===== config.mk =====
export PLATFORM = sky130hd
export DESIGN_NAME = pps_port_pins
export DESIGN_NICKNAME = d
export VERILOG_FILES = /design/src/rtl/pps_pkg.sv /design/src/rtl/pps_port_pins.sv
export SDC_FILE = /design/constraint.sdc
export NUM_CORES = 1
export LEC_CHECK = 0
export BUFFER_PORTS_ARGS = -buffer_cell sky130_fd_sc_hd__buf_2
export CAP_MARGIN = 30
export CORE_ASPECT_RATIO = 0.5
export CORE_MARGIN = 4
export CORE_UTILIZATION = 55
export DETAILED_ROUTE_END_ITERATION = 12
export GPL_TIMING_DRIVEN = 0
export PLACE_DENSITY = 0.85
export SYNTH_ARGS = -nofsm -noshare
export SYNTH_HDL_FRONTEND = slang
export SYNTH_SLANG_ARGS = --single-unit

===== constraint.sdc =====
create_clock -name pclk -period 2.6 [get_ports pclk]
set_input_delay 0.52 -clock pclk [delete_from_list [all_inputs] [get_ports pclk]]
set_output_delay 0.52 -clock pclk [all_outputs]
set_load 0.1 [all_outputs]

===== src/rtl/pps_pkg.sv =====
// Function
// - per-pin direction; ports 8,8,8,2,8 bits
// - software pull-up on input pins
// - every pin is input after reset
// - three interrupt inputs, selectable valid edge
// - port four pins detect key return
// - port two pins 0-3 carry serial
// - timer, buzzer and capture pins shared
// - decode 64 Kbyte space, 16-bit address
package pps_pkg;

    localparam int NPINS  = 34;
    localparam int NPORTS = 5;
    localparam int AW     = 16;

    // byte addresses
    localparam logic [AW-1:0] OFS_DATA   = 16'h0000;
    localparam logic [AW-1:0] OFS_DIR    = 16'h0020;
    localparam logic [AW-1:0] OFS_PULL   = 16'h0040;
    localparam logic [AW-1:0] OFS_ALT    = 16'h0060;
    localparam logic [AW-1:0] OFS_EDGE   = 16'h0064;
    localparam logic [AW-1:0] OFS_STATUS = 16'h0068;
    localparam logic [AW-1:0] OFS_END    = 16'h006C;

    // flat pin positions
    localparam int PIN_SCK   = 16;
    localparam int PIN_SOUT  = 17;
    localparam int PIN_SIN   = 18;
    localparam int PIN_SSN   = 19;
    localparam int PIN_IRQ_A = 20;
    localparam int PIN_IRQ_B = 21;
    localparam int PIN_IRQ_C = 22;
    localparam int PIN_TMR8  = 23;
    localparam int PIN_TMR16 = 24;
    localparam int PIN_BUZZ  = 25;
    localparam int PIN_KEY0  = 26;

    // alternate output enable bits
    localparam int ALT_SCK   = 0;
    localparam int ALT_SOUT  = 1;
    localparam int ALT_TXD   = 2;
    localparam int ALT_TMR8  = 3;
    localparam int ALT_TMR16 = 4;
    localparam int ALT_BUZZ  = 5;

    // edge select field, two bits per interrupt input
    localparam logic [1:0] EDGE_RISE = 2'h1;
    localparam logic [1:0] EDGE_FALL = 2'h2;

    localparam logic [7:0]       RST_BYTE = 8'h00;
    localparam logic [NPINS-1:0] RST_OE_N = {NPINS{1'b1}};
    localparam logic [NPINS-1:0] RST_PINS = {NPINS{1'b0}};

    typedef logic [NPORTS-1:0][7:0] pps_ports_t;

    typedef struct packed {
        logic sync_serial_clk;
        logic sync_serial_dout;
        logic async_transmit_out;
        logic small_timer_out;
        logic wide_timer_out;
        logic buzzer_out;
    } pps_alt_out_t;

    typedef struct packed {
        logic sync_serial_clk;
        logic async_serial_clk_in;
        logic sync_serial_din;
        logic async_receive_in;
        logic serial_chip_select_n;
        logic ext_irq_in_a;
        logic ext_irq_in_b;
        logic ext_irq_in_c;
        logic capture_edge_in;
        logic small_timer_count_in;
    } pps_alt_in_t;

    function automatic logic [NPINS-1:0] pps_flat(input pps_ports_t v);
        return {v[4], v[3][1:0], v[2], v[1], v[0]};
    endfunction : pps_flat

    function automatic logic [7:0] pps_port(input logic [NPINS-1:0] v, input logic [2:0] n);
        logic [7:0] r;
        r = 8'h00;
        unique case (n)
            3'h0: r = v[7:0];
            3'h1: r = v[15:8];
            3'h2: r = v[23:16];
            3'h3: r = {6'h00, v[25:24]};
            3'h4: r = v[33:26];
            default: r = 8'h00;
        endcase
        return r;
    endfunction : pps_port

endpackage : pps_pkg


===== src/rtl/pps_port_pins.sv =====
`timescale 1ns/1ps
module pps_port_pins
    import pps_pkg::*;
(
    input  wire logic               pclk,
    input  wire logic               presetn,
    input  wire logic               ce,
    input  wire logic               psel,
    input  wire logic               penable,
    input  wire logic               pwrite,
    input  wire logic [AW-1:0]      paddr,
    input  wire logic [31:0]        pwdata,
    output logic      [31:0]        prdata,
    output logic                    pready,
    output logic                    pslverr,
    input  wire logic [NPINS-1:0]   pin_in,
    output logic      [NPINS-1:0]   pin_out,
    output logic      [NPINS-1:0]   pin_oe_n,
    output logic      [NPINS-1:0]   pull_en,
    input  wire pps_alt_out_t       alt_out,
    output pps_alt_in_t             alt_in,
    output logic      [NPINS-1:0]   pin_level,
    output logic      [2:0]         ext_irq_req,
    output logic                    key_return_req
);

    pps_ports_t         latch_r, dir_r, pu_r;
    logic [5:0]         alt_r;
    logic [5:0]         edge_cfg_r;
    logic [2:0]         irq_flag_r;
    logic [7:0]         kr_flag_r;
    logic [NPINS-1:0]   pin_s1, pin_s2, pin_s3;
    logic [NPINS-1:0]   pin_out_r, pin_oe_n_r, pull_en_r;
    logic [31:0]        prdata_r;
    logic               pready_r, pslverr_r;
    pps_alt_in_t        alt_in_r;
    logic [2:0]         irq_req_r;
    logic               kr_req_r;

    // bus decode, full 16-bit space; anything outside the map errors
    wire       setup   = psel && !penable;
    wire [2:0] grp     = paddr[7:5];
    wire [2:0] idx     = paddr[4:2];
    wire       in_map  = (paddr[15:8] == 8'h00) && (paddr[1:0] == 2'h0) && (paddr < OFS_END)
                         && ((grp < 3'h3 && idx < 3'h5) || grp == 3'h3);
    wire       wr_en   = ce && psel && penable && pready_r && pwrite && !pslverr_r;
    wire       wr_data = wr_en && grp == 3'h0;
    wire       wr_dir  = wr_en && grp == 3'h1;
    wire       wr_pull = wr_en && grp == 3'h2;
    wire       wr_alt  = wr_en && paddr == OFS_ALT;
    wire       wr_edge = wr_en && paddr == OFS_EDGE;
    wire       wr_stat = wr_en && paddr == OFS_STATUS;

    // port 3 keeps only two bits; upper bits read zero
    wire [7:0] wmask   = (idx == 3'h3) ? 8'h03 : 8'hFF;

    wire [NPINS-1:0] dir_all = pps_flat(dir_r);
    wire [NPINS-1:0] pu_all  = pps_flat(pu_r);
    wire [NPINS-1:0] lat_all = pps_flat(latch_r);
    // reads show the latch for outputs and the pin for inputs
    wire [NPINS-1:0] rd_all  = (dir_all & lat_all) | (~dir_all & pin_s2);

    wire [7:0] rd_port = (grp == 3'h0) ? pps_port(rd_all, idx) :
                         (grp == 3'h1) ? pps_port(dir_all, idx) : pps_port(pu_all, idx);
    wire [31:0] rd_misc = (paddr == OFS_ALT)  ? {26'h0, alt_r} :
                          (paddr == OFS_EDGE) ? {26'h0, edge_cfg_r} :
                          {16'h0, kr_flag_r, 5'h00, irq_flag_r};
    wire [31:0] rd_word = (grp == 3'h3) ? rd_misc : {24'h0, rd_port};

    // alternate outputs override the latch on their pin
    wire [NPINS-1:0] alt_mask = ({{(NPINS-1){1'b0}}, alt_r[ALT_SCK]} << PIN_SCK)
                              | ({{(NPINS-1){1'b0}}, alt_r[ALT_SOUT] | alt_r[ALT_TXD]} << PIN_SOUT)
                              | ({{(NPINS-1){1'b0}}, alt_r[ALT_TMR8]} << PIN_TMR8)
                              | ({{(NPINS-1){1'b0}}, alt_r[ALT_TMR16]} << PIN_TMR16)
                              | ({{(NPINS-1){1'b0}}, alt_r[ALT_BUZZ]} << PIN_BUZZ);
    wire sout_val = alt_r[ALT_TXD] ? alt_out.async_transmit_out : alt_out.sync_serial_dout;
    wire [NPINS-1:0] alt_val  = ({{(NPINS-1){1'b0}}, alt_out.sync_serial_clk} << PIN_SCK)
                              | ({{(NPINS-1){1'b0}}, sout_val} << PIN_SOUT)
                              | ({{(NPINS-1){1'b0}}, alt_out.small_timer_out} << PIN_TMR8)
                              | ({{(NPINS-1){1'b0}}, alt_out.wide_timer_out} << PIN_TMR16)
                              | ({{(NPINS-1){1'b0}}, alt_out.buzzer_out} << PIN_BUZZ);
    wire [NPINS-1:0] out_nxt  = (alt_mask & alt_val) | (~alt_mask & lat_all);

    // edge detect on the second sync stage and a third history stage
    wire [2:0] irq_lvl  = pin_s2[PIN_IRQ_C:PIN_IRQ_A];
    wire [2:0] irq_prev = pin_s3[PIN_IRQ_C:PIN_IRQ_A];
    wire [2:0] irq_rise = irq_lvl & ~irq_prev;
    wire [2:0] irq_fall = ~irq_lvl & irq_prev;
    wire [2:0] irq_hit;
    genvar g;
    for (g = 0; g < 3; g++)
    begin : g_edge
        assign irq_hit[g] = (irq_rise[g] && edge_cfg_r[2*g])
                          || (irq_fall[g] && edge_cfg_r[2*g+1]);
    end
    // key return is active low: a falling edge is a key press
    wire [7:0] kr_hit = ~pin_s2[PIN_KEY0+:8] & pin_s3[PIN_KEY0+:8];

    // set wins over write-one-to-clear
    wire [2:0] irq_clr = wr_stat ? pwdata[2:0] : 3'h0;
    wire [7:0] kr_clr  = wr_stat ? pwdata[15:8] : 8'h00;

    always_ff @(posedge pclk or negedge presetn)
    begin
        if (!presetn)
        begin
            pin_s1 <= RST_PINS;
            pin_s2 <= RST_PINS;
            pin_s3 <= RST_PINS;
        end
        else if (ce)
        begin
            pin_s1 <= pin_in;
            pin_s2 <= pin_s1;
            pin_s3 <= pin_s2;
        end
    end

    always_ff @(posedge pclk or negedge presetn)
    begin
        if (!presetn)
        begin
            latch_r    <= '0;
            dir_r      <= '0;
            pu_r       <= '0;
            alt_r      <= 6'h00;
            edge_cfg_r <= 6'h00;
        end
        else if (ce)
        begin
            if (wr_data)
                latch_r[idx] <= pwdata[7:0] & wmask;
            if (wr_dir)
                dir_r[idx] <= pwdata[7:0] & wmask;
            if (wr_pull)
                pu_r[idx] <= pwdata[7:0] & wmask;
            if (wr_alt)
                alt_r <= pwdata[5:0];
            if (wr_edge)
                edge_cfg_r <= pwdata[5:0];
        end
    end

    always_ff @(posedge pclk or negedge presetn)
    begin
        if (!presetn)
        begin
            irq_flag_r <= 3'h0;
            kr_flag_r  <= 8'h00;
            irq_req_r  <= 3'h0;
            kr_req_r   <= 1'b0;
        end
        else if (ce)
        begin
            irq_flag_r <= (irq_flag_r & ~irq_clr) | irq_hit;
            kr_flag_r  <= (kr_flag_r & ~kr_clr) | kr_hit;
            irq_req_r  <= irq_hit;
            kr_req_r   <= |kr_hit;
        end
    end

    always_ff @(posedge pclk or negedge presetn)
    begin
        if (!presetn)
        begin
            pin_out_r  <= RST_PINS;
            pin_oe_n_r <= RST_OE_N;
            pull_en_r  <= RST_PINS;
            alt_in_r   <= '0;
        end
        else if (ce)
        begin
            pin_out_r  <= out_nxt;
            pin_oe_n_r <= ~dir_all;
            pull_en_r  <= pu_all & ~dir_all;
            alt_in_r   <= '{sync_serial_clk:      pin_s2[PIN_SCK],
                            async_serial_clk_in:  pin_s2[PIN_SCK],
                            sync_serial_din:      pin_s2[PIN_SIN],
                            async_receive_in:     pin_s2[PIN_SIN],
                            serial_chip_select_n: pin_s2[PIN_SSN],
                            ext_irq_in_a:         pin_s2[PIN_IRQ_A],
                            ext_irq_in_b:         pin_s2[PIN_IRQ_B],
                            ext_irq_in_c:         pin_s2[PIN_IRQ_C],
                            capture_edge_in:      pin_s2[PIN_IRQ_C],
                            small_timer_count_in: pin_s2[PIN_TMR8]};
        end
    end

    // no wait state: answer is prepared in the setup cycle
    always_ff @(posedge pclk or negedge presetn)
    begin
        if (!presetn)
        begin
            pready_r  <= 1'b0;
            pslverr_r <= 1'b0;
            prdata_r  <= 32'h0000_0000;
        end
        else if (ce)
        begin
            pready_r  <= setup;
            pslverr_r <= setup && !in_map;
            if (setup)
                prdata_r <= (in_map && !pwrite) ? rd_word : 32'h0000_0000;
        end
    end

    assign prdata         = prdata_r;
    assign pready         = pready_r;
    assign pslverr        = pslverr_r;
    assign pin_out        = pin_out_r;
    assign pin_oe_n       = pin_oe_n_r;
    assign pull_en        = pull_en_r;
    assign alt_in         = alt_in_r;
    assign pin_level      = pin_s2;
    assign ext_irq_req    = irq_req_r;
    assign key_return_req = kr_req_r;
endmodule : pps_port_pins


# ---- Word level (Yosys, flattened, before mapping)
# Index checks and enable logic that the tools add are counted.
dict set report classes {
  bitwise 31
  n_mux 18
  n_eq_ne 10
  shifts 0
  reduce_logical 44
  n_lt_le_gt_ge 5
  div_mod_pow 0
  mul 0
  add_sub_neg 0
}
# op n
set ops {}
lappend ops {{bitwise AND 34 bit} 4}
lappend ops {{bitwise mux 40 bit} 3}
lappend ops {{case mux 8 bit (5 select lines)} 3}
lappend ops {{two-way mux 16 bit} 4}
lappend ops {{bitwise OR 25 x 26 -> 26 bit} 2}
lappend ops {{bitwise OR 24 x 25 -> 25 bit} 2}
lappend ops {{== test 16 x 7 -> 1 bit (second input constant)} 3}
lappend ops {{bitwise OR 18 x 24 -> 24 bit} 2}
lappend ops {{two-way mux 8 bit} 5}
lappend ops {{bitwise OR 17 x 18 -> 18 bit} 2}
lappend ops {{inverter 26 -> 34 bit} 1}
lappend ops {{inverter 34 bit} 1}
lappend ops {{bitwise OR 26 x 34 -> 34 bit} 1}
lappend ops {{bitwise OR 34 bit} 1}
lappend ops {{bitwise AND 26 bit} 1}
lappend ops {{logical AND 1 bit} 25}
lappend ops {{bitwise AND 8 bit} 3}
lappend ops {{demux 8 bit (select 3 bit)} 1}
lappend ops {{less-than comparator 16 x 7 -> 1 bit (second input constant)} 1}
lappend ops {{inverter 8 bit} 2}
lappend ops {{== test 3 x 2 -> 1 bit (second input constant)} 4}
lappend ops {{AND reduction 2 bit} 6}
lappend ops {{bitwise AND 3 bit} 3}
lappend ops {{inverter 3 bit} 3}
lappend ops {{17 further kinds} 25}
dict set report word_totals {
  word_cells 145
  romBits 0
  ff_bits 392
  latchBits 0
  in_bits 94
  ramBits 0
  mem_count 0
}

# ---- Logic depth before layout (Yosys ltp)
dict set report depth {
  ltp_word 10
  mapped_depth 8
  depth_no_buf 5
}

# ---- Worst setup path after synthesis
# Ideal clock, no wire load.
dict set report synth_path {
  kind {flip-flop to flip-flop}
  startpoint {register pready_r, in the netlist pready}
  endpoint {register pu_r, in the netlist pu_all[0]}
  setup_ps 125
  stages_incl_launch_ff 7
  required_ps 2475
  period_less_slack_ps 2580
  setup_slack_ps 20
  t_arrival_ps 2455
  path_cell_list {dfrtp_1 -> and4b_1 -> and3_1 -> clkbuf_1 -> nand4_1 -> nor2_2 -> mux2_2}
}
dict set report synth_via {
  elab_chain_len 5
}
# item line
set synth_lines {}
lappend synth_lines {{start: declaration} pps_port_pins.sv:35} ;# logic pready_r, pslverr_r;
lappend synth_lines {{start signal: assignment} pps_port_pins.sv:200} ;# pready_r <= setup;
lappend synth_lines {{logical AND 1 bit (3 in a row)} pps_port_pins.sv:46} ;# wire wr_en = ce && psel && penable && pready_r && pwrite && !pslverr_r;
lappend synth_lines {{logical AND 1 bit} pps_port_pins.sv:49} ;# wire wr_pull = wr_en && grp == 3'h2;
lappend synth_lines {{AND reduction 2 bit (no line)} -}
lappend synth_lines {{end signal: indexed assignment} pps_port_pins.sv:136} ;# pu_r[idx] <= pwdata[7:0] & wmask;
lappend synth_lines {{end: declaration} pps_port_pins.sv:27} ;# pps_ports_t latch_r, dir_r, pu_r;
# No other way between the ends.
# A chain may end at the register's enable or synchronous reset.

# ---- Worst setup path after layout
dict set report layout_path {
  startpoint {register pslverr_r, in the netlist pslverr}
  endpoint {register pu_r, in the netlist pu_all[23]}
}
dict set report layout_via {
  elab_chain_len 4
}
# item line
set layout_lines {}
lappend layout_lines {{start: declaration} pps_port_pins.sv:35}
lappend layout_lines {{start signal: assignment} pps_port_pins.sv:201} ;# pslverr_r <= setup && !in_map;
lappend layout_lines {{zero test 1 bit} pps_port_pins.sv:46}
lappend layout_lines {{logical AND 1 bit} pps_port_pins.sv:46}
lappend layout_lines {{logical AND 1 bit} pps_port_pins.sv:49}
lappend layout_lines {{AND reduction 2 bit (no line)} -}
# No other way between the ends.

==> run metrics <==
ys async rst share=1.000; Root Driver=clkbuf_16; number of synthesized flops with an enable pin=0; minimum clock period=2.551 ns; number of nets still failing antenna checks after routing=0; Slew @ Worst Pin=around 0.91 ns; Critical Path RT=between 3 and 4 ns; fin nets=1528; Max Fclk=around 400 MHz; Cell Area, Synth=about 15000 µm²; Clock Power Share=0.367; fin crit share=0.9812; first-pass GRT wire length=69810 µm; post-route cell area=~17000 µm²; Worst EP arrival=2.99 ns; Mapped Avg Cell Area=12.75 µm²; Max FO, Critical Path=8; outcome=finished with violations; vias per cell=between 6 and 7; CTS tree=done; setup TNS=0 ns; via total after detailed routing=approximately 11000; worst reg2reg startpoint=pslverr; leading cell type in the layout, fill and taps excluded=dfrtp_1; gr ovfl total=0; Wirelength per Cell=between 20 and 30 µm; VDD IR max=roughly 0.53 mV; Global Route Usage Sum=0.3174; #FFs+latches synth=332; Internal Power=8364 µW; number of setup violations in the final report=0; GPL Wtd Cong=1.024; I/O Buffers=240; Setup crit start kind=register; biggest area consumer among synthesized cells=dfrtp_1; Die H=between 100 and 150 µm; H-tree levels=1; Post-synth top flop=dfrtp_1; DIE AREA=29430 µm²; Post-CTS Resized=0; Core Area=25700 µm²; post-synthesis compound-gate area fraction=0.07133; MaxCap Viol Count=0; Fill cells=1899; Util after Layout=0.6753; vias in the first global route=11110; Post-DP HPWL=35360 µm; Slew HR=0.3948; commonest non-fill, non-tap cells in the layout=dfrtp_1, buf_2, mux2_2, mux2i_1, inv_1; Sink Count=332; Initial Util=0.5692; Critical R2R Capture=pu_all[23]; DR iter-0 viols=1188; CTS Hold Bufs=0; storage element area=8351 µm²; largest net degree at the start of global routing=131; Die X=238.6 µm; DRC Markers=0; layout cells sized above 1=0.4195; flop-to-flop setup slack=0.05 ns; reg2reg path depth=6; Synth Area in Adders=0; Power Dens Cells=701.0 nW/µm²; Min Hold Slack=-0.02409 ns; Hold Fails Final Rpt=34; Std-Cell Rows=41; area grow syn2layout=18.64%; area of the multi-input gates=5583 µm²; XOR/XNOR Fraction of Synth Area=0.0005987; multiplexer area fraction after synthesis=0.2368; initial antenna violation count=1; 1st-pass router iterations=6; boundary pin count=278; TritonCTS Buffers=28; Clk pin slew, worst setup/hold paths=~0.070 ns; leakage=roughly 0.0085 µW; RSZ-0062 raised after global routing=yes; Slew Viols, Final=0; register share of total power=0.459; Post-Synthesis Cells=1147; CP Class=register to register; maximum root-to-sink buffer count=3; final WL=46690 µm; failing checks=hold timing; Placed Area=16380 µm²; main combinational cell family by area after synthesis=multiplexers; post-synth top area share=0.5098; critical path endpoint=pu_all[23]; Sw Share=0.3125; Synth area leaders=dfrtp_1, mux2_2, mux2i_1; clk_lat worst skew=0.57 ns; Yosys warning count=0; Worst Setup SP=pslverr; sequential fraction of the synthesis area=0.5708; Simple-Gate Fraction of Synth Area=0.06834; post-CTS setup buffer count=0; kind of end point of the critical path=register; Comb pwr share=0.174; Cell variety after synth=61; clock skew=0.01470 ns; Net Sw Power=3802 µW; Hold Crit Class=primary input to async pin
-- registers in the layout, indices dropped and copies added (netlist names) --
register        flops
pin_s1             34
pu_all             34
lat_all            34
ext_irq_req         3
kr_flag_r           8
pin_s3             15
prdata             16
key_return_req      1
pull_en            34
pslverr             1
pin_out            34
edge_cfg_r          6
pin_level          34
dir_all            34
pready              1
irq_flag_r          3
pin_oe_n           34
alt_r               6
-- cell type report --
| type | count | share of cell area |
|---|---|---|
| well taps | 344 | 0.02480 |
| inverters | 83 | 0.01795 |
| plain buffers | 89 | 0.02574 |
| clock inverters | 12 | 0.01024 |
| flip-flops and latches | 332 | 0.4811 |
| diodes | 1 | 0.0001442 |
| clock buffers | 38 | 0.04542 |
| multi-input cells | 658 | 0.3217 |
| repair buffers | 242 | 0.07295 |
-- layer usage --
metal  up-vias  share of wire  global-route usage
met4         0          0.023             0.07497
met2       538           0.45              0.4842
li1       4615              -                   -
met3        86           0.10             0.09360
met5         -              0                   0
met1      5662           0.43              0.4544
-- through the flow --
| step | std cells | power [µW] | setup WS (ns) |
|---|---|---|---|
| 6_report | 1799 | 12170 | 0.04888 |
| 5_1_grt | 1798 | 12530 | -0.004547 |
| 4_1_cts | 1798 | 12160 | 0.07990 |
| 3_5_place_dp | 1748 | 7770 | -0.4796 |
| 3_3_place_gp | 1746 | 7714 | -4.806 |
| 2_1_floorplan | 1162 | 7156 | 0.01980 |
-- power groups by stage --
stage          registers (µW)  clock network, µW  logic [µW]
2_1_floorplan            6290                  0         868
3_3_place_gp             5650                  0        2060
3_5_place_dp             5670                  0        2100
4_1_cts                  5570               4480        2110
5_1_grt                  5600               4730        2200
6_report                 5580               4470        2120
-- worst max-delay path, stage by stage (launching register included) --
cell and delay [ns]:
dfrtp_1 0.41, and4b_1 0.30, and3_1 0.18, clkbuf_1 0.22, nand4_1 0.36, nor2_2 0.54
mux2_2 0.40
-- worst min-delay path by stage --
stage | from | to | slack, ns | cells past startpoint
floorplan | presetn | alt_r[0] | 0.22 | 0
global placement | pin_oe_n[10] | pin_oe_n[10] | 0.45 | 2
detailed placement | pin_oe_n[22] | pin_oe_n[22] | 0.46 | 2
CTS | presetn | pin_level[14] | 0.0004 | 1
global route | presetn | pin_s1[10] | 0.02 | 1
finish | presetn | pin_s1[10] | -0.02 | 1
-- synth_stat cells (4+ instances only) --
cell        n
a211oi_1    5
a21oi_1    10
a221oi_1    4
a22o_1     14
a31oi_1     6
a32o_1      8
and2_1      7
buf_1       7
buf_2      12
buf_4      26
clkbuf_1   44
dfrtp_1   298
dfstp_2    34
inv_1      83
mux2_2    225
mux2i_1    93
nand2_1    41
nand3_1     4
nand3b_1   43
nor2_1     15
nor2_2     12
nor3_1      9
nor4_1      4
o21ai_0    62
o22a_1      4
o22ai_1    18
o31ai_1     7
or3_1       4
or3b_2      4
-- cells by family (layout without fill, tap and decap cells) --
| kind of cell | count (synthesis) | after routing |
|---|---|---|
| buffers and inverters | 172 | 464 |
| multiplexers | 318 | 318 |
| other | 1 | 17 |
| XOR/XNOR | 1 | 1 |
| flip-flops | 332 | 332 |
| AO/OA/AOI/OAI | 158 | 158 |
| AND/OR/NAND/NOR | 165 | 165 |
Note: power is estimated with default switching activity, not from simulation.
